File: src/core/omccs_regs.svh
// Offsets, field positions, reset values and timing counts of the clock mode block.
`ifndef OMCCS_REGS_SVH
`define OMCCS_REGS_SVH

// ============================================================================
// Register addresses
`define OMCCS_ADDR_PIN_MODE    16'hFF9F
`define OMCCS_ADDR_CPU_CTRL    16'hFFFB
`define OMCCS_ADDR_OSC_CTRL    16'hFFA2

// ============================================================================
// Field positions
`define OMCCS_BIT_MAIN_EXT     7
`define OMCCS_BIT_MAIN_OSC     6
`define OMCCS_BIT_SUB_EXT      5
`define OMCCS_BIT_SUB_OSC      4
`define OMCCS_BIT_GAIN         0
`define OMCCS_BIT_SUB_START    6
`define OMCCS_BIT_CPU_STATUS   5
`define OMCCS_BIT_CPU_SOURCE   4
`define OMCCS_BIT_OSC_STOP     7

// ============================================================================
// Reset values and largest divider code
`define OMCCS_RST_PIN_MODE     8'h00
`define OMCCS_RST_CPU_CTRL     8'h01
`define OMCCS_RST_OSC_CTRL     8'h80
`define OMCCS_DIV_MAX          3'h4

// ============================================================================
// Timing
`define OMCCS_CLK_MHZ          10
`define OMCCS_GAIN_WAIT_NS     5000
`define OMCCS_GAIN_WAIT_CYC    ((`OMCCS_GAIN_WAIT_NS * `OMCCS_CLK_MHZ + 999) / 1000)
`define OMCCS_STAB_CYC_DFLT    2048

`endif

File: src/core/omccs_pkg.sv
// Types shared by the clock mode block.
package omccs_pkg;

  typedef enum logic [2:0] {
    ST_RUN  = 3'b001,
    ST_HOLD = 3'b010,
    ST_STOP = 3'b100
  } omccs_state_e;

  typedef struct packed {
    logic         sub_s1;
    logic         sub_s2;
    logic         sub_s3;
    logic         sub_tgl;
    logic         main_ext;
    logic         main_osc;
    logic         sub_ext;
    logic         sub_osc;
    logic         gain;
    logic         gain_locked;
    logic         sub_start;
    logic         src_sel;
    logic [2:0]   div;
    logic         act_src;
    logic [2:0]   act_div;
    logic         status;
    logic         osc_stop;
    logic         main_hs;
    omccs_state_e fsm;
    logic [15:0]  wait_cnt;
    logic [3:0]   div_cnt;
    logic         inst_tgl;
    logic         cpu_en;
    logic         instr_slot;
    logic         pin1_osc;
    logic         pin2_ext;
    logic         amp_run;
    logic [7:0]   rdata;
  } omccs_state_s;

endpackage

File: src/core/omccs_top.sv
// Clock pin mode selection, CPU clock source and divider, and CPU clock hold logic.
`timescale 1ns/1ns
`include "omccs_regs.svh"

// Rules for this block and for the software that drives it
// [RULE1] Reset clears pin mode register to zero: pins are I/O ports, low gain.
// [RULE2] Pin mode register bits: 7 ext clock, 6 osc, 5/4 sub, 0 gain; 3..1 zero.
// [RULE3] Pair 00/10 I/O port, 01 resonator on both pins, 11 external clock pin two.
// [RULE4] Software sets gain above 10 MHz up to 20 MHz, else leaves zero.
// [RULE5] Only one change of the gain bit is accepted after each reset.
// [RULE6] Setting gain to one withholds the CPU clock for at least 5 us.
// [RULE7] Leaving STOP with gain set withholds CPU clock 5 us for non-resonator main.
// [RULE8] Leaving STOP with resonator feeding CPU counts oscillation stabilization time first.
// [RULE9] Software changes ext/osc select only while main oscillator stop reads one.
// [RULE10] Software programs gain before configuring peripherals after reset.
// [RULE11] Reset loads CPU clock control with 01H: main clock divided by two.
// [RULE12] CPU control bits: 6 sub start, 5 read-only status, 4 source, 2..0 divider.
// [RULE13] Source 0 divides main by 1,2,4,8,16; source 1 gives sub clock over two.
// [RULE14] Software writes zero to CPU control bits 3 and 7.
// [RULE15] Fastest instruction takes two CPU clock periods.
// [RULE16] Main oscillator stop bit 7 stops resonator or external input while one; the code gates only the resonator amplifier, not pin two.
// [RULE17] Main clock status reads zero for internal oscillator, one for high-speed.
// [RULE18] Source and divider switch only at clock boundaries; status follows switch.
module omccs_top #(
  parameter int unsigned STAB_CYCLES = `OMCCS_STAB_CYC_DFLT
) (
  input  wire logic        core_clk_i,
  input  wire logic        rst_n_i,
  input  wire logic [15:0] mem_addr_i,
  input  wire logic        mem_wr_i,
  input  wire logic        mem_rd_i,
  input  wire logic        mem_bit_i,
  input  wire logic [2:0]  mem_bit_idx_i,
  input  wire logic [7:0]  mem_wdata_i,
  output logic      [7:0]  mem_rdata_o,
  input  wire logic        stop_mode_i,
  input  wire logic        main_clk_is_hs_i,
  input  wire logic        sub_clk_i,
  output logic             cpu_clk_en_o,
  output logic             instr_slot_o,
  output logic             cpu_clock_status_o,
  output logic             main_clock_status_o,
  output logic             pin1_osc_en_o,
  output logic             pin2_extclk_en_o,
  output logic             osc_amp_run_o,
  output logic             gain_band_sel_o,
  output logic             sub_ext_clock_sel_o,
  output logic             sub_osc_sel_o,
  output logic             sub_osc_start_o
);

  // ============================================================================
  // Constants
  localparam logic [15:0] GAIN_WAIT = 16'(`OMCCS_GAIN_WAIT_CYC);
  localparam logic [15:0] STAB_WAIT = 16'(STAB_CYCLES);
  localparam logic [7:0]  RST_PIN   = `OMCCS_RST_PIN_MODE;
  localparam logic [7:0]  RST_CPU   = `OMCCS_RST_CPU_CTRL;
  localparam logic [7:0]  RST_OSC   = `OMCCS_RST_OSC_CTRL;

  // Every field is a literal or comes from a reset constant, so the reset branch stays constant.
  localparam omccs_pkg::omccs_state_s RST_STATE = '{
    sub_s1:      1'b0,
    sub_s2:      1'b0,
    sub_s3:      1'b0,
    sub_tgl:     1'b0,
    main_ext:    RST_PIN[`OMCCS_BIT_MAIN_EXT],
    main_osc:    RST_PIN[`OMCCS_BIT_MAIN_OSC],
    sub_ext:     RST_PIN[`OMCCS_BIT_SUB_EXT],
    sub_osc:     RST_PIN[`OMCCS_BIT_SUB_OSC],
    gain:        RST_PIN[`OMCCS_BIT_GAIN],
    gain_locked: 1'b0,
    sub_start:   RST_CPU[`OMCCS_BIT_SUB_START],
    src_sel:     RST_CPU[`OMCCS_BIT_CPU_SOURCE],
    div:         RST_CPU[2:0],
    act_src:     RST_CPU[`OMCCS_BIT_CPU_SOURCE],
    act_div:     RST_CPU[2:0],
    status:      RST_CPU[`OMCCS_BIT_CPU_STATUS],
    osc_stop:    RST_OSC[`OMCCS_BIT_OSC_STOP],
    main_hs:     1'b0,
    fsm:         omccs_pkg::ST_RUN,
    wait_cnt:    16'h0000,
    div_cnt:     4'h0,
    inst_tgl:    1'b0,
    cpu_en:      1'b0,
    instr_slot:  1'b0,
    pin1_osc:    RST_PIN[`OMCCS_BIT_MAIN_OSC] & ~RST_PIN[`OMCCS_BIT_MAIN_EXT],
    pin2_ext:    RST_PIN[`OMCCS_BIT_MAIN_OSC] & RST_PIN[`OMCCS_BIT_MAIN_EXT],
    amp_run:     1'b0,
    rdata:       8'h00
  };

  // ============================================================================
  // Functions

  // A bit instruction touches only the indexed bit; a byte write replaces all.
  function automatic logic [7:0] bit_merge(input logic [7:0] old_val,
                                           input logic [7:0] new_val,
                                           input logic       is_bit,
                                           input logic [2:0] idx);
    logic [7:0] mask;
    mask = 8'h01 << idx;
    return is_bit ? ((old_val & ~mask) | (new_val & mask)) : new_val;
  endfunction

  // Low counter bits that must all be one for a divided main clock tick.
  function automatic logic [3:0] div_mask(input logic [2:0] code);
    logic [3:0] m;
    unique case (code)
      3'h0:    m = 4'h0;
      3'h1:    m = 4'h1;
      3'h2:    m = 4'h3;
      3'h3:    m = 4'h7;
      3'h4:    m = 4'hF;
      default: m = 4'hF;
    endcase
    return m;
  endfunction

  // ============================================================================
  // State
  omccs_pkg::omccs_state_s st_r;
  omccs_pkg::omccs_state_s st_nxt;
  logic [7:0]              pin_rd;
  logic [7:0]              cpu_rd;
  logic [7:0]              osc_rd;
  logic [7:0]              pin_wv;
  logic [7:0]              cpu_wv;
  logic [7:0]              osc_wv;
  logic                    wr_pin;
  logic                    wr_cpu;
  logic                    wr_osc;
  logic                    sub_rise;
  logic                    main_tick;
  logic                    sub_tick;
  logic                    src_tick;
  logic                    gain_up;
  logic                    x1_feeds;

  // ============================================================================
  // Next state
  always_comb begin
    st_nxt    = st_r;
    pin_rd    = {st_r.main_ext, st_r.main_osc, st_r.sub_ext, st_r.sub_osc, 3'b000, st_r.gain}; // RULE2
    cpu_rd    = {1'b0, st_r.sub_start, st_r.status, st_r.src_sel, 1'b0, st_r.div}; // RULE12
    osc_rd    = {st_r.osc_stop, 7'h00}; // RULE16
    wr_pin    = mem_wr_i && (mem_addr_i == `OMCCS_ADDR_PIN_MODE);
    wr_cpu    = mem_wr_i && (mem_addr_i == `OMCCS_ADDR_CPU_CTRL);
    wr_osc    = mem_wr_i && (mem_addr_i == `OMCCS_ADDR_OSC_CTRL);
    pin_wv    = bit_merge(pin_rd, mem_wdata_i, mem_bit_i, mem_bit_idx_i);
    cpu_wv    = bit_merge(cpu_rd, mem_wdata_i, mem_bit_i, mem_bit_idx_i);
    osc_wv    = bit_merge(osc_rd, mem_wdata_i, mem_bit_i, mem_bit_idx_i);
    gain_up   = 1'b0;

    // The subsystem clock is foreign: two flops first, the third only for the edge.
    st_nxt.sub_s1 = sub_clk_i;
    st_nxt.sub_s2 = st_r.sub_s1;
    st_nxt.sub_s3 = st_r.sub_s2;
    sub_rise      = st_r.sub_s2 & ~st_r.sub_s3;
    sub_tick      = sub_rise & st_r.sub_tgl; // RULE13
    if (sub_rise) begin
      st_nxt.sub_tgl = ~st_r.sub_tgl;
    end
    main_tick      = (st_r.div_cnt & div_mask(st_r.act_div)) == div_mask(st_r.act_div); // RULE13
    st_nxt.div_cnt = st_r.div_cnt + 4'h1;
    src_tick       = st_r.act_src ? sub_tick : main_tick;
    x1_feeds       = st_r.main_hs & st_r.pin1_osc & ~st_r.act_src;

    // Register writes.
    if (wr_pin) begin
      st_nxt.main_ext = pin_wv[`OMCCS_BIT_MAIN_EXT];
      st_nxt.main_osc = pin_wv[`OMCCS_BIT_MAIN_OSC];
      st_nxt.sub_ext  = pin_wv[`OMCCS_BIT_SUB_EXT];
      st_nxt.sub_osc  = pin_wv[`OMCCS_BIT_SUB_OSC];
      // The gain band may change once per reset; later changes are dropped.
      if ((pin_wv[`OMCCS_BIT_GAIN] != st_r.gain) && !st_r.gain_locked) begin // RULE5
        st_nxt.gain        = pin_wv[`OMCCS_BIT_GAIN];
        st_nxt.gain_locked = 1'b1;
        gain_up            = pin_wv[`OMCCS_BIT_GAIN];
      end
    end
    if (wr_cpu) begin
      st_nxt.sub_start = cpu_wv[`OMCCS_BIT_SUB_START];
      st_nxt.src_sel   = cpu_wv[`OMCCS_BIT_CPU_SOURCE];
      // Prohibited divider codes keep the old divider rather than stall the core.
      if (cpu_wv[2:0] <= `OMCCS_DIV_MAX) begin // RULE13
        st_nxt.div = cpu_wv[2:0];
      end
    end
    if (wr_osc) begin
      st_nxt.osc_stop = osc_wv[`OMCCS_BIT_OSC_STOP]; // RULE16
    end

    // A new source or divider takes effect only on a tick of the old one.
    if (src_tick) begin // RULE18
      st_nxt.act_src = st_r.src_sel;
      st_nxt.act_div = st_r.div;
      if ((st_r.src_sel != st_r.act_src) || (st_r.div != st_r.act_div)) begin
        st_nxt.div_cnt = 4'h0;
      end
    end
    st_nxt.status = st_r.act_src; // RULE18

    // CPU clock hold sequencing.
    unique case (st_r.fsm)
      omccs_pkg::ST_RUN: begin
        if (stop_mode_i) begin
          st_nxt.fsm = omccs_pkg::ST_STOP;
        end else if (gain_up) begin // RULE6
          st_nxt.fsm      = omccs_pkg::ST_HOLD;
          st_nxt.wait_cnt = GAIN_WAIT;
        end
      end
      omccs_pkg::ST_HOLD: begin
        if (st_r.wait_cnt <= 16'h0001) begin
          st_nxt.fsm = stop_mode_i ? omccs_pkg::ST_STOP : omccs_pkg::ST_RUN;
        end else begin
          st_nxt.wait_cnt = st_r.wait_cnt - 16'h0001;
        end
      end
      omccs_pkg::ST_STOP: begin
        if (!stop_mode_i) begin
          if (x1_feeds) begin // RULE8
            st_nxt.fsm      = omccs_pkg::ST_HOLD;
            st_nxt.wait_cnt = STAB_WAIT;
          end else if (st_r.gain) begin // RULE7
            st_nxt.fsm      = omccs_pkg::ST_HOLD;
            st_nxt.wait_cnt = GAIN_WAIT;
          end else begin
            st_nxt.fsm = omccs_pkg::ST_RUN;
          end
        end
      end
    endcase

    st_nxt.cpu_en = (st_nxt.fsm == omccs_pkg::ST_RUN) && src_tick;
    if (st_nxt.cpu_en) begin
      st_nxt.inst_tgl = ~st_r.inst_tgl;
    end
    st_nxt.instr_slot = st_nxt.cpu_en & st_r.inst_tgl; // RULE15

    // Pin modes follow the written value in the same edge.
    st_nxt.pin1_osc = st_nxt.main_osc & ~st_nxt.main_ext; // RULE3
    st_nxt.pin2_ext = st_nxt.main_osc & st_nxt.main_ext; // RULE3
    st_nxt.amp_run  = st_nxt.pin1_osc & ~st_nxt.osc_stop & (st_nxt.fsm != omccs_pkg::ST_STOP); // RULE16
    st_nxt.main_hs  = main_clk_is_hs_i; // RULE17

    if (mem_rd_i) begin
      if (mem_addr_i == `OMCCS_ADDR_PIN_MODE) begin
        st_nxt.rdata = pin_rd;
      end else if (mem_addr_i == `OMCCS_ADDR_CPU_CTRL) begin
        st_nxt.rdata = cpu_rd;
      end else if (mem_addr_i == `OMCCS_ADDR_OSC_CTRL) begin
        st_nxt.rdata = osc_rd;
      end else begin
        st_nxt.rdata = 8'h00;
      end
    end
  end

  // ============================================================================
  // Registers
  always_ff @(posedge core_clk_i or negedge rst_n_i) begin
    if (!rst_n_i) begin
      st_r <= RST_STATE; // RULE1 RULE11
    end else begin
      st_r <= st_nxt;
    end
  end

  // ============================================================================
  // Outputs
  assign mem_rdata_o         = st_r.rdata;
  assign cpu_clk_en_o        = st_r.cpu_en;
  assign instr_slot_o        = st_r.instr_slot;
  assign cpu_clock_status_o  = st_r.status;
  assign main_clock_status_o = st_r.main_hs;
  assign pin1_osc_en_o       = st_r.pin1_osc;
  assign pin2_extclk_en_o    = st_r.pin2_ext;
  assign osc_amp_run_o       = st_r.amp_run;
  assign gain_band_sel_o     = st_r.gain;
  assign sub_ext_clock_sel_o = st_r.sub_ext;
  assign sub_osc_sel_o       = st_r.sub_osc;
  assign sub_osc_start_o     = st_r.sub_start;

endmodule // omccs_top

File: config.mk
export PLATFORM = sky130hd
export DESIGN_NAME = omccs_top
export DESIGN_NICKNAME = d
export VERILOG_FILES = /design/src/core/omccs_pkg.sv /design/src/core/omccs_top.sv
export VERILOG_INCLUDE_DIRS = /design/src /design/src/core
export SDC_FILE = /design/constraint.sdc
export NUM_CORES = 1
export LEC_CHECK = 0
export ABC_CLOCK_PERIOD_IN_PS = 2100
export BUFFER_PORTS_ARGS = -buffer_cell sky130_fd_sc_hd__clkbuf_2
export CAP_MARGIN = 40
export CELL_PAD_IN_SITES_DETAIL_PLACEMENT = 2
export CELL_PAD_IN_SITES_GLOBAL_PLACEMENT = 2
export CORE_MARGIN = 2
export CORE_UTILIZATION = 31
export CTS_CLUSTER_DIAMETER = 50
export DETAILED_ROUTE_END_ITERATION = 10
export HOLD_SLACK_MARGIN = 0.06
export PLACE_DENSITY = 0.81
export SLEW_MARGIN = 20
export SYNTH_ARGS = -nofsm -noshare
export SYNTH_HDL_FRONTEND = slang
export SYNTH_SLANG_ARGS = --single-unit
File: constraint.sdc
create_clock -name core_clk_i -period 2.1 [get_ports core_clk_i]
set_clock_uncertainty 0.1 [all_clocks]
set_input_delay 0.42 -clock core_clk_i [delete_from_list [all_inputs] [get_ports core_clk_i]]
set_output_delay 0.42 -clock core_clk_i [all_outputs]
set_load 0.01 [all_outputs]
Yosys cells after proc, flatten, opt, wreduce, memory -nomap -nowiden:

Cells that the tools add are included.

* bits in registers: 59
* bits of input ports: 35
* output and inout port bits: 19
* word-level logic and storage cells: 114

* add/subtract/negate cells: 2
* order comparisons: 2
* equal/unequal tests: 20
* shifts and indexed selects: 1
* muxes and demuxes: 26
* bitwise operators: 24
* reductions and logical operators: 11

Operators with widths (count)
* $pmux 19 s3: 1
* $eq 16x16->1 const B: 3
* $mux 16: 3
* $mux 8: 5
* $mux 19: 2
* $and 8x8->8: 3
* $mux 18: 1
* $le 16x1->1 const B: 1
* $or 8x8->8: 2
* $pmux 4 s4: 1
* $sub 16x1->16 const B: 1
* $and 1x1->1: 9
* $eq 3x1->1 const B: 3
* $eq 3x2->1 const B: 3
* $mux 3: 3
* $mux 4: 2
* $ne 2x2->1 const B: 4
* $not 8->8: 1
* $shl 1x3->8 const A: 1
* $and 7x7->7: 1
* $mux 7: 1
* $or 7x7->7: 1
* $mux 6: 1
* $ne 3x3->1 const B: 2
* 16 further kinds: 31

Logic depth before layout (Yosys ltp):

Gate-level depths: netlist (run 1).

* depth in word-level cells: 15
* gate-level depth with buffers: 8

Worst setup path before layout (run 1):

Ideal clock, no wire load.

* path type: reg-to-reg
* start point: reg st_r[26] in the netlist's numbering
* end point: reg st_r[13] in the netlist's numbering
* library setup time: 0.122 ns
* data arrival time: 1.944 ns
* data required time: 1.878 ns
* setup slack: -0.067 ns
* stages on the path, launching flop included: 6
* path buffers: 0
* period minus slack after synthesis: 2.167 ns
* cells stage by stage: dfrtp_1 > nor4_4 > a31oi_4 > a211o_1 > or4b_4 > xnor2_2

RTL lines
* start: declaration: line omccs_top.sv:121 `omccs_pkg::omccs_state_s st_r;`
* start signal: assignment: line omccs_top.sv:266 `st_r <= st_nxt;`

==> flow_summary_export.csv, run 1 <==
group,metric,value,unit
status,status,"complete, but fails checks",
status,failed_checks,"negative setup slack",
logic_synthesis,syn_area,3113,sq um
logic_synthesis,synth_seq_cells,58,
critical_path,cp-start-kind,"register",
power_and_ir_drop,p_per_area,903.6,nW/um^2
place,place.gp.congestion,0.8230,
floorplan,dieArea,10860,sq um
critical_path,crit_chain,"and3b_1 > o21bai_1 > a211oi_1 > a211o_1 > or4b_4 > xnor2_2",
finish,final_common_cell,"buf_4",
cts,htree_levels,3,
floorplan,rows,36,
critical_path,endpoint_kind,"register",
detailed_routing,dr.first_iter.drc_count,158,
logic_synthesis,yosysSeqAreaShare,0.4678,
logic_synthesis,netlist-cell-type-count,58,
logic_synthesis,synth.avg_cell_area,9.698,sq um
finish,antenna_cells,0,
sta,hold_viol,0,
sta,min_period,2506,ps
sta,maxSlewHeadroom,0.6041,
detailed_routing,via_per_inst,5.707,
sta,slew_violations,0,
power_and_ir_drop,leakagePower,0.002126,uW
global_routing,grt_max_degree,59,
critical_path,critPathArrivalTime,2650,ps
detailed_routing,num_vias,3333,
critical_path,slowest_delay,560,ps
finish,areaGrowthSynthToFinish,46.26,%
global_routing,grt_antenna_before_repair,0,
cts,clk_transition_reported_paths,70,ps
logic_synthesis,yosysWarnings,0,
critical_path,crit_required,2240,ps
detailed_routing,ant_nets,0,
place,portBuffers,51,
sta,clock.fmax,0.3990,GHz
cts,cts_tree,"done",
finish,nets,484,
floorplan,pin_count,54,
global_routing,grt_pass1_vias,3665,
hold_path,hold_class,"input port to register",
detailed_routing,routedWlPerCell,27.41,um
cts,clk_path_buf_depth,2,
place,hpwlAfterDp,8.185,mm
sta,rsz0062_at_grt,"true",
floorplan,die_h,104.2,um
critical_path,cpLargestDelayFamily,"simple AND/OR/NAND/NOR gates",
logic_synthesis,synthArstFlopShare,1.000,
detailed_routing,wl,16.01,mm
global_routing,overflow,0,
cts,numCtsBuffers,9,
detailed_routing,drc,0,
sta,timing.final.ws_setup,-406.2,ps
sta,finalSetupViolations,19,
global_routing,grt_util_all_layers,0.2615,
detailed_routing,drt_pass1_iterations,5,
finish,drive_gt1_frac,0.4590,
sta,tightest_slew,587.6,ps
sta,fin_crit_sh,1.193,
logic_synthesis,synth_nets,359,
sta,fin_hold_ws,205.1,ps
cts,cts.sinks,58,
critical_path,crit_type,"register to register",
finish,final_cell_mix,"buf_4, dfrtp_1, clkbuf_2, nor2_1, nand2_1",
cts,clockRootBuffer,"clkbuf_8",
floorplan,die_w,104.2,um
power_and_ir_drop,total_power,4114,uW
power_and_ir_drop,ir_worst_vdd,0.0005831,V
floorplan,start_util,0.3185,
critical_path,cp_max_fo,4,
finish,fillCellCount,1030,
floorplan,coreArea,9774,sq um
job,cap_violations,0,
logic_synthesis,synth-edff-count,0,
logic_synthesis,syn-instance-count,321,
cts,clk-insertion-delay-late,370,ps
global_routing,grt_pass1_wl,21.58,mm
logic_synthesis,synth_ff_type,"dfrtp_1",
critical_path,crit_buf_inv,0,
critical_path,slowest_stage,"or4b_4",
==> cells in the mapped netlist (all sizes together) (4+ instances only) <==
master | instances | area [sq um]
a21oi | 16 | 80.08
nand2b | 6 | 37.54
nand2 | 22 | 82.58
buf | 11 | 75.07
mux2i | 4 | 40.04
dfrtp | 54 | 1351
nor4 | 7 | 80.07
nand4 | 6 | 37.54
o21ai | 36 | 180.2
xnor2 | 8 | 77.58
mux2 | 9 | 101.4
nand3 | 8 | 40.04
nor3 | 8 | 45.04
dfstp | 4 | 105.1
and2 | 4 | 25.02
inv | 17 | 63.81
a22oi | 4 | 30.03
nor3b | 4 | 30.03
clkbuf | 4 | 15.01
nor2 | 39 | 146.4
==> state kept, by name (all words and copies together), names as in the netlist, named ones only <==
register             flops
main_clock_status_o      1
pin2_extclk_en_o         1
gain_band_sel_o          1
st_r                    30
cpu_clock_status_o       1
st_nxt                   3
instr_slot_o             1
pin1_osc_en_o            1
mem_rdata_o              7
osc_amp_run_o            1
osc_rd                   1
cpu_rd                   3
cpu_clk_en_o             1
pin_rd                   2
==> kinds of logic (layout without fill, tap and decap cells) <==
family / after synthesis / count (layout) / synth area share
compound gates: 88 / 88 / 0.1873
xor+xnor: 10 / 10 / 0.03055
fa+ha+maj: 3 / 3 / 0.01206
buf+inv: 32 / 162 / 0.04943
flops: 58 / 58 / 0.4678
mux: 13 / 13 / 0.04542
other cells: 1 / 1 / 0.001205
simple gates: 116 / 116 / 0.2062
==> metrics by stage <==
stage | utilization | worst slack (ps) | cell area (sq um) | setup TNS (ps) | instances
global route | 0.4658 | -457.2 | 4553 | -3358 | 584
global placement | 0.3980 | -168.5 | 3890 | -1678 | 546
detailed placement | 0.3980 | -330.4 | 3890 | -4277 | 546
finish | 0.4658 | -406.2 | 4553 | -2371 | 584
floorplan | - | -66.57 | 3113 | -66.57 | 321
CTS | 0.4379 | -128.2 | 4280 | -184.9 | 573
==> routing by layer <==
layer,part of all wire,track usage,vias to the layer above
met2,0.51,0.4671,166
met1,0.40,0.2894,1717
met4,0.047,0.1390,0
li1,-,-,1398
met5,0,0,-
met3,0.044,0.05702,52
==> power breakdown <==
group	total, uW	internal [uW]	switching, uW
clock network	1160	581	582
logic	1580	698	878
registers	1380	1240	131
==> path summary, 6_finish.rpt <==
kind | to | slack (ps) | start | depth (start not counted)
min in group asynchronous | st_r[32] | 490 | rst_n_i | 3
max reg2reg | st_r[13] | -410 | st_nxt[39] | 6
min | register | 210 | mem_wdata_i[5] | 2
max in group asynchronous | st_r[34] | 1070 | rst_n_i | 3
max | st_r[13] | -410 | st_nxt[39] | 6
min reg2reg | st_nxt[56] | 270 | st_nxt[57] | 0
==> area by class of cell <==
type | count | area [sq um] | share of cell area
Timing Repair Buffer | 129 | 908.4 | 0.1995
Multi-Input combinational cell | 231 | 1754 | 0.3853
Clock inverter | 6 | 66.31 | 0.01456
Tap cell | 133 | 166.4 | 0.03655
Inverter | 17 | 63.81 | 0.01401
Sequential cell | 58 | 1456 | 0.3199
Clock buffer | 10 | 137.6 | 0.03023
==> timing repair <==
item | in CTS | in global routing
gates resized for setup | 39 | 40
hold buffers | 2 | 1
cloned | 1 | 0
hold endpoints to repair | 55 | 1
setup endpoints to repair | 19 | 22
setup buffers | 8 | 10
pin swaps | 6 | 6
Power figures use the tool's default switching activity.
==> run 2: changes to the inputs <==
Settings changed: CELL_PAD_IN_SITES_DETAIL_PLACEMENT 2 to unset, CELL_PAD_IN_SITES_GLOBAL_PLACEMENT 2 to unset, CORE_UTILIZATION 31 to 51, PLACE_DENSITY 0.81 to 0.83.
==> run 2 against run 1 <==
The flow still finishes with violations (negative setup slack). Power decreased by 16%. Critical endpoint unchanged. Hold slack got worse by 130 ps. Cell count decreased by 13%. Largest cell class unchanged. Flip-flop and latch count unchanged.
==> flow_summary_export.csv, run 2 (synthesis gave the netlist of run 1 again) <==
group,metric,value,unit
status,status,"complete, but fails checks",
status,failed_checks,"negative setup slack",
finish,final_common_cell,"dfrtp_1",
finish,drive_gt1_frac,0.3759,
cts,htree_levels,3,
floorplan,pin_count,54,
detailed_routing,routedWlPerCell,16.29,um
critical_path,endpoint_kind,"register",
power_and_ir_drop,pwr-share-clk,0.295,
global_routing,grt_pass1_wl,12.36,mm
finish,antenna_cells,0,
critical_path,crit_buf_inv,1,
power_and_ir_drop,intPower,2331,uW
cts,cts_tree,"done",
sta,fin_hold_ws,76.69,ps
critical_path,critPathArrivalTime,2390,ps
cts,clk-insertion-delay-late,350,ps
cts,numCtsBuffers,9,
critical_path,cp_max_fo,6,
hold_path,hp-start,"sub_clk_i",
power_and_ir_drop,p_per_area,835.3,nW/um^2
sta,clock.fmax,0.4430,GHz
finish,final_cell_mix,"dfrtp_1, buf_4, clkbuf_2, nor2_1, nand2_1",
finish,nets,464,
critical_path,cpLargestDelayFamily,"simple AND/OR/NAND/NOR gates",
power_and_ir_drop,switchingPower,1113,uW
finish,stdcell_count,506,
global_routing,grt_pass1_vias,2781,
sta,tightest_slew,603.1,ps
global_routing,overflow,0,
place,place_ws,-232.2,ps
global_routing,grt_util_all_layers,0.2455,
cts,clk_transition_reported_paths,70,ps
critical_path,r2r_start,"st_r[35]",
critical_path,r2r_slack,-160,ps
cts,clockRootBuffer,"clkbuf_8",
critical_path,crit_chain,"buf_4 > nor3b_1 > nand2_1 > o221ai_1 > or4b_4 > xnor2_2",
finish,fillCellCount,410,
detailed_routing,via_per_inst,5.824,
sta,timing.final.ws_setup,-157.5,ps
place,portBuffers,51,
floorplan,dieArea,6745,sq um
place,place.gp.congestion,0.9364,
detailed_routing,drt_pass1_iterations,5,
detailed_routing,drc,0,
critical_path,crit_required,2230,ps
sta,slew_violations,0,
place,dp.cells,482,
detailed_routing,num_vias,2947,
floorplan,rows,28,
floorplan,coreArea,5921,sq um
global_routing,grt_max_degree,24,
sta,maxSlewHeadroom,0.5979,
critical_path,slowest_delay,540,ps
finish,largest_reg_flops,30,
power_and_ir_drop,p_seq_frac,0.391,
critical_path,startpoint,"st_r[35]",
cts,cts.sinks,58,
floorplan,start_util,0.5258,
sta,rsz0062_at_grt,"true",
sta,fin_crit_sh,1.075,
critical_path,slowest_stage,"or4b_4",
hold_path,hold_class,"input port to register",
sta,finalSetupViolations,15,
power_and_ir_drop,leakagePower,0.001982,uW
detailed_routing,dr.first_iter.drc_count,154,
finish,top_register,"st_r",
floorplan,die_w,82.13,um
place,hpwlAfterDp,5.565,mm
sta,min_period,2257,ps
power_and_ir_drop,comb_power_share,0.314,
critical_path,cp-start-kind,"register",
finish,areaGrowthSynthToFinish,32.44,%
power_and_ir_drop,ir_worst_vdd,0.0005512,V
global_routing,grt_antenna_before_repair,0,
sta,hold_viol,0,
job,cap_violations,0,
detailed_routing,ant_nets,0,
critical_path,crit_type,"register to register",
floorplan,die_h,82.13,um
cts,clk_path_buf_depth,2,
detailed_routing,wl,8.245,mm
power_and_ir_drop,swShare,0.3231,
-- run 2: changes by cell type in the layout (fill, tap and decap cells not counted), moves of 3 or more --
| cell | delta |
|---|---|
| clkinvlp_4 | -3 |
| o21ai_2 | -3 |
| buf_6 | -3 |
| o21ai_0 | +5 |
| clkbuf_1 | +3 |
| o21ai_4 | -4 |
| buf_4 | -15 |
-- run 2: layout make-up --
cell class	instances	area (sq um)	area share
Multi-Input combinational cell	231	1593	0.3863
Inverter	17	63.81	0.01548
Clock inverter	3	40.04	0.009712
Timing Repair Buffer	109	726.9	0.1763
Clock buffer	13	148.9	0.03612
Tap cell	75	93.84	0.02276
Sequential cell	58	1456	0.3533
-- run 2: path summary, 6_finish.rpt --
check | cells after the start | to
worst min register to register | 0 | st_nxt[56]
worst max register to register | 6 | st_r[13]
worst min-delay path | 1 | st_nxt[57]
max in group asynchronous | 3 | st_r[34]
worst max-delay path | 6 | st_r[13]
min in group asynchronous | 2 | st_r[15]
-- run 2: power by group through the flow --
| stage | Combinational, uW | Sequential, uW | Clock (uW) |
|---|---|---|---|
| global placement | 931 | 1350 | 0 |
| global route | 1180 | 1360 | 1090 |
| floorplan | 561 | 1360 | 0 |
| CTS | 983 | 1340 | 1030 |
| finish | 1080 | 1350 | 1020 |
| detailed placement | 969 | 1360 | 0 |
-- run 2: through the flow --
step	cell area [sq um]	total power [uW]	util	TNS (ps)
6_report	4123	3444	0.6963	-885.6
2_1_floorplan	3113	1922	-	-66.57
3_3_place_gp	3760	2286	0.6350	-1191
4_1_cts	3994	3357	0.6746	-66.04
3_5_place_dp	3760	2329	0.6350	-2365
5_1_grt	4123	3628	0.6963	-1257
-- run 2: routing by layer --
layer,track usage,up-vias,wire (um)
met3,0.07174,33,580
met4,0.1150,0,276
met5,0,-,0
met1,0.2796,1415,3271
li1,-,1355,-
met2,0.4236,144,4117
-- run 2: repair_timing --
action | in CTS | in global routing
gates cloned | 0 | 1
pin swaps | 0 | 6
setup buffers | 2 | 3
endpoints found under the hold margin | 21 | 1
setup endpoints to repair | 9 | 20
hold buffers | 1 | 1
gates resized for setup | 4 | 37
==> run 3: changes to the inputs <==
Settings changed: ABC_AREA set to 1, PLACE_DENSITY 0.83 to 0.82, SETUP_SLACK_MARGIN set to 0.02.
==> run 3 against run 2 <==
Setup slack gained 390 ps. Count of clock-buffer cells in the layout decreased by 1. Design area down 3.2%. Synthesized area increased by 9.0%. Die area is 8.6% higher. The run now ends clean. Via count rose by 1.3%. Hold slack better by 13 ps.
==> flow_summary_export.csv, run 3 <==
group,metric,value,unit
critical_path,cp_max_fo,18,
cts,clk_transition_reported_paths,70,ps
logic_synthesis,synthArstFlopShare,1.000,
floorplan,die_w,85.57,um
logic_synthesis,synth_nets,461,
detailed_routing,routedWlPerCell,13.48,um
sta,min_period,1864,ps
place,place_ws,109.5,ps
detailed_routing,dr.first_iter.drc_count,166,
logic_synthesis,synth_largest_area_cell,"dfrtp_1",
logic_synthesis,netlist-cell-type-count,45,
cts,cts_tree,"done",
finish,final_cell_mix,"nand2_1, dfrtp_1, clkbuf_2, inv_1, nor2_1",
logic_synthesis,synth.avg_cell_area,8.022,sq um
logic_synthesis,syn_area,3393,sq um
detailed_routing,drc,0,
cts,numCtsBuffers,9,
logic_synthesis,synth_top_area_frac,0.3982,
logic_synthesis,synth-edff-count,0,
detailed_routing,via_per_inst,5.311,
place,place.gp.congestion,0.9039,
global_routing,grt_util_all_layers,0.2249,
global_routing,grt_antenna_before_repair,0,
global_routing,overflow,0,
power_and_ir_drop,leakagePower,0.002060,uW
floorplan,rows,29,
floorplan,pin_count,54,
global_routing,grt_max_degree,59,
global_routing,grt_pass1_wl,13.20,mm
detailed_routing,wl,7.578,mm
finish,final_common_cell,"nand2_1",
cts,clk-insertion-delay-late,340,ps
hold_path,hold_class,"input port to register",
logic_synthesis,yosysMostFrequentCell,"nand2_1",
power_and_ir_drop,p_per_area,961.3,nW/um^2
finish,fillCellCount,540,
sta,fin_crit_sh,0.8877,
cts,clk_path_buf_depth,2,
critical_path,critPathArrivalTime,1990,ps
job,cap_violations,0,
finish,nets,518,
detailed_routing,drt_pass1_iterations,5,
cts,cts_setup_buffers,0,
sta,rsz0062_at_grt,"false",
finish,drive_gt1_frac,0.2557,
logic_synthesis,synth_area_leaders,"dfrtp_1, nand2_1, inv_1, nand3_1, nor2_1",
floorplan,dieArea,7322,sq um
finish,largest_reg_flops,30,
critical_path,crit_required,2220,ps
sta,finalSetupTns,0,ps
logic_synthesis,yosysSeqAreaShare,0.4292,
finish,post-route-util,0.6250,
sta,clock.fmax,0.5364,GHz
place,hpwlAfterDp,5.688,mm
sta,fin_hold_ws,89.38,ps
logic_synthesis,ys_top_cells_by_count,"nand2_1, dfrtp_1, inv_1",
power_and_ir_drop,ir_worst_vdd,0.0006425,V
finish,antenna_cells,0,
finish,areaGrowthSynthToFinish,17.63,%
power_and_ir_drop,total_power,3837,uW
global_routing,grt_pass1_vias,3041,
critical_path,endpoint_kind,"register",
detailed_routing,ant_nets,0,
logic_synthesis,syn-instance-count,423,
floorplan,die_h,85.57,um
critical_path,cp-start-kind,"register",
sta,finalSetupViolations,0,
place,portBuffers,51,
sta,hold_viol,0,
detailed_routing,num_vias,2985,
status,status,"complete, no violations",
cts,htree_levels,3,
cts,clockRootBuffer,"clkbuf_8",
logic_synthesis,synth_seq_cells,58,
floorplan,coreArea,6386,sq um
critical_path,crit_type,"register to register",
cts,cts.sinks,58,
finish,top_register,"st_r",
logic_synthesis,synth_ff_type,"dfrtp_1",
logic_synthesis,yosysWarnings,0,
sta,slew_violations,0,
sta,timing.final.ws_setup,235.8,ps
floorplan,start_util,0.5313,
==> run 3: changes by cell type after synthesis, moves of 6 or more <==
cell	change
nand2_1	+84
inv_1	+27
o21ai_0	-23
nand3_1	+20
o21ai_1	+12
xor2_1	+9
inv_2	+8
mux2_2	-8
o21ai_2	+8
nor2_2	+7
nand2b_1	-6
nand4_1	+6
nor3_1	-6
==> run 3: timing repair <==
action,CTS,global route
hold buffers,1,0
endpoints found under the hold margin,54,0
endpoints found under the setup margin,0,13
resized for setup,0,5
==> run 3: power breakdown <==
group | switching, uW | internal, uW
sequential | 115 | 1250
clock | 448 | 854
combinational | 763 | 403
==> run 3: area by class of cell <==
cell class | instances | area, sq um | share of cell area
Clock buffer | 12 | 155.1 | 0.03887
Timing Repair Buffer | 59 | 330.3 | 0.08276
Multi-Input combinational cell | 298 | 1648 | 0.4129
Clock inverter | 4 | 97.59 | 0.02445
Tap cell | 77 | 96.34 | 0.02414
Inverter | 54 | 207.7 | 0.05204
Sequential cell | 58 | 1456 | 0.3649
==> run 3: per-stage QoR <==
stage                     std cells  area [sq um]
final                           562          3991
after global routing            562          3991
after CTS                       562          3971
after detailed placement        545          3709
after global placement          545          3709
after floorplan                 423          3393
==> run 3: logic make-up after synthesis <==
logic type / count (synthesis) / synth area share
xor gates and xnor gates: 17 / 0.04388
DFF: 58 / 0.4292
buffers and inverters: 67 / 0.09107
AOI/OAI and AO/OA: 61 / 0.1132
and+or+nand+nor: 214 / 0.3042
adders and majority gates: 3 / 0.01106
muxes: 2 / 0.006268
other: 1 / 0.001105
==> run 3: final timing paths <==
kind | endpoint | from | cells past startpoint | slack (ps)
worst max register to register | st_r[18] | st_r[18] | 11 | 240
worst min-delay path | main_clock_status_o | main_clk_is_hs_i | 1 | 90
worst max-delay path | st_r[18] | st_r[18] | 11 | 240
worst min register to register | st_nxt[56] | st_nxt[57] | 0 | 250
min in group asynchronous | async pin | rst_n_i | 3 | 520
max in group asynchronous | osc_rd[7] | rst_n_i | 3 | 1060
==> run 3: worst max-delay path: stages, from the launching register on <==
cell and delay, ps:
dfrtp_1 400, inv_1 140, ha_4 180, nand2_4 80, a21oi_1 130, nand3_1 130
nand2_2 100, nor2_2 50, nand2_4 180, inv_6 110, nand3_1 100, o21ai_2 60
==> run 3: routing by layer <==
layer	global-route usage	wire [um]	vias to the layer above
li1	-	-	1488
met1	0.2682	3228	1388
met2	0.3906	3756	95
met3	0.05582	435	14
met4	0.08802	157	0
met5	0	0	-
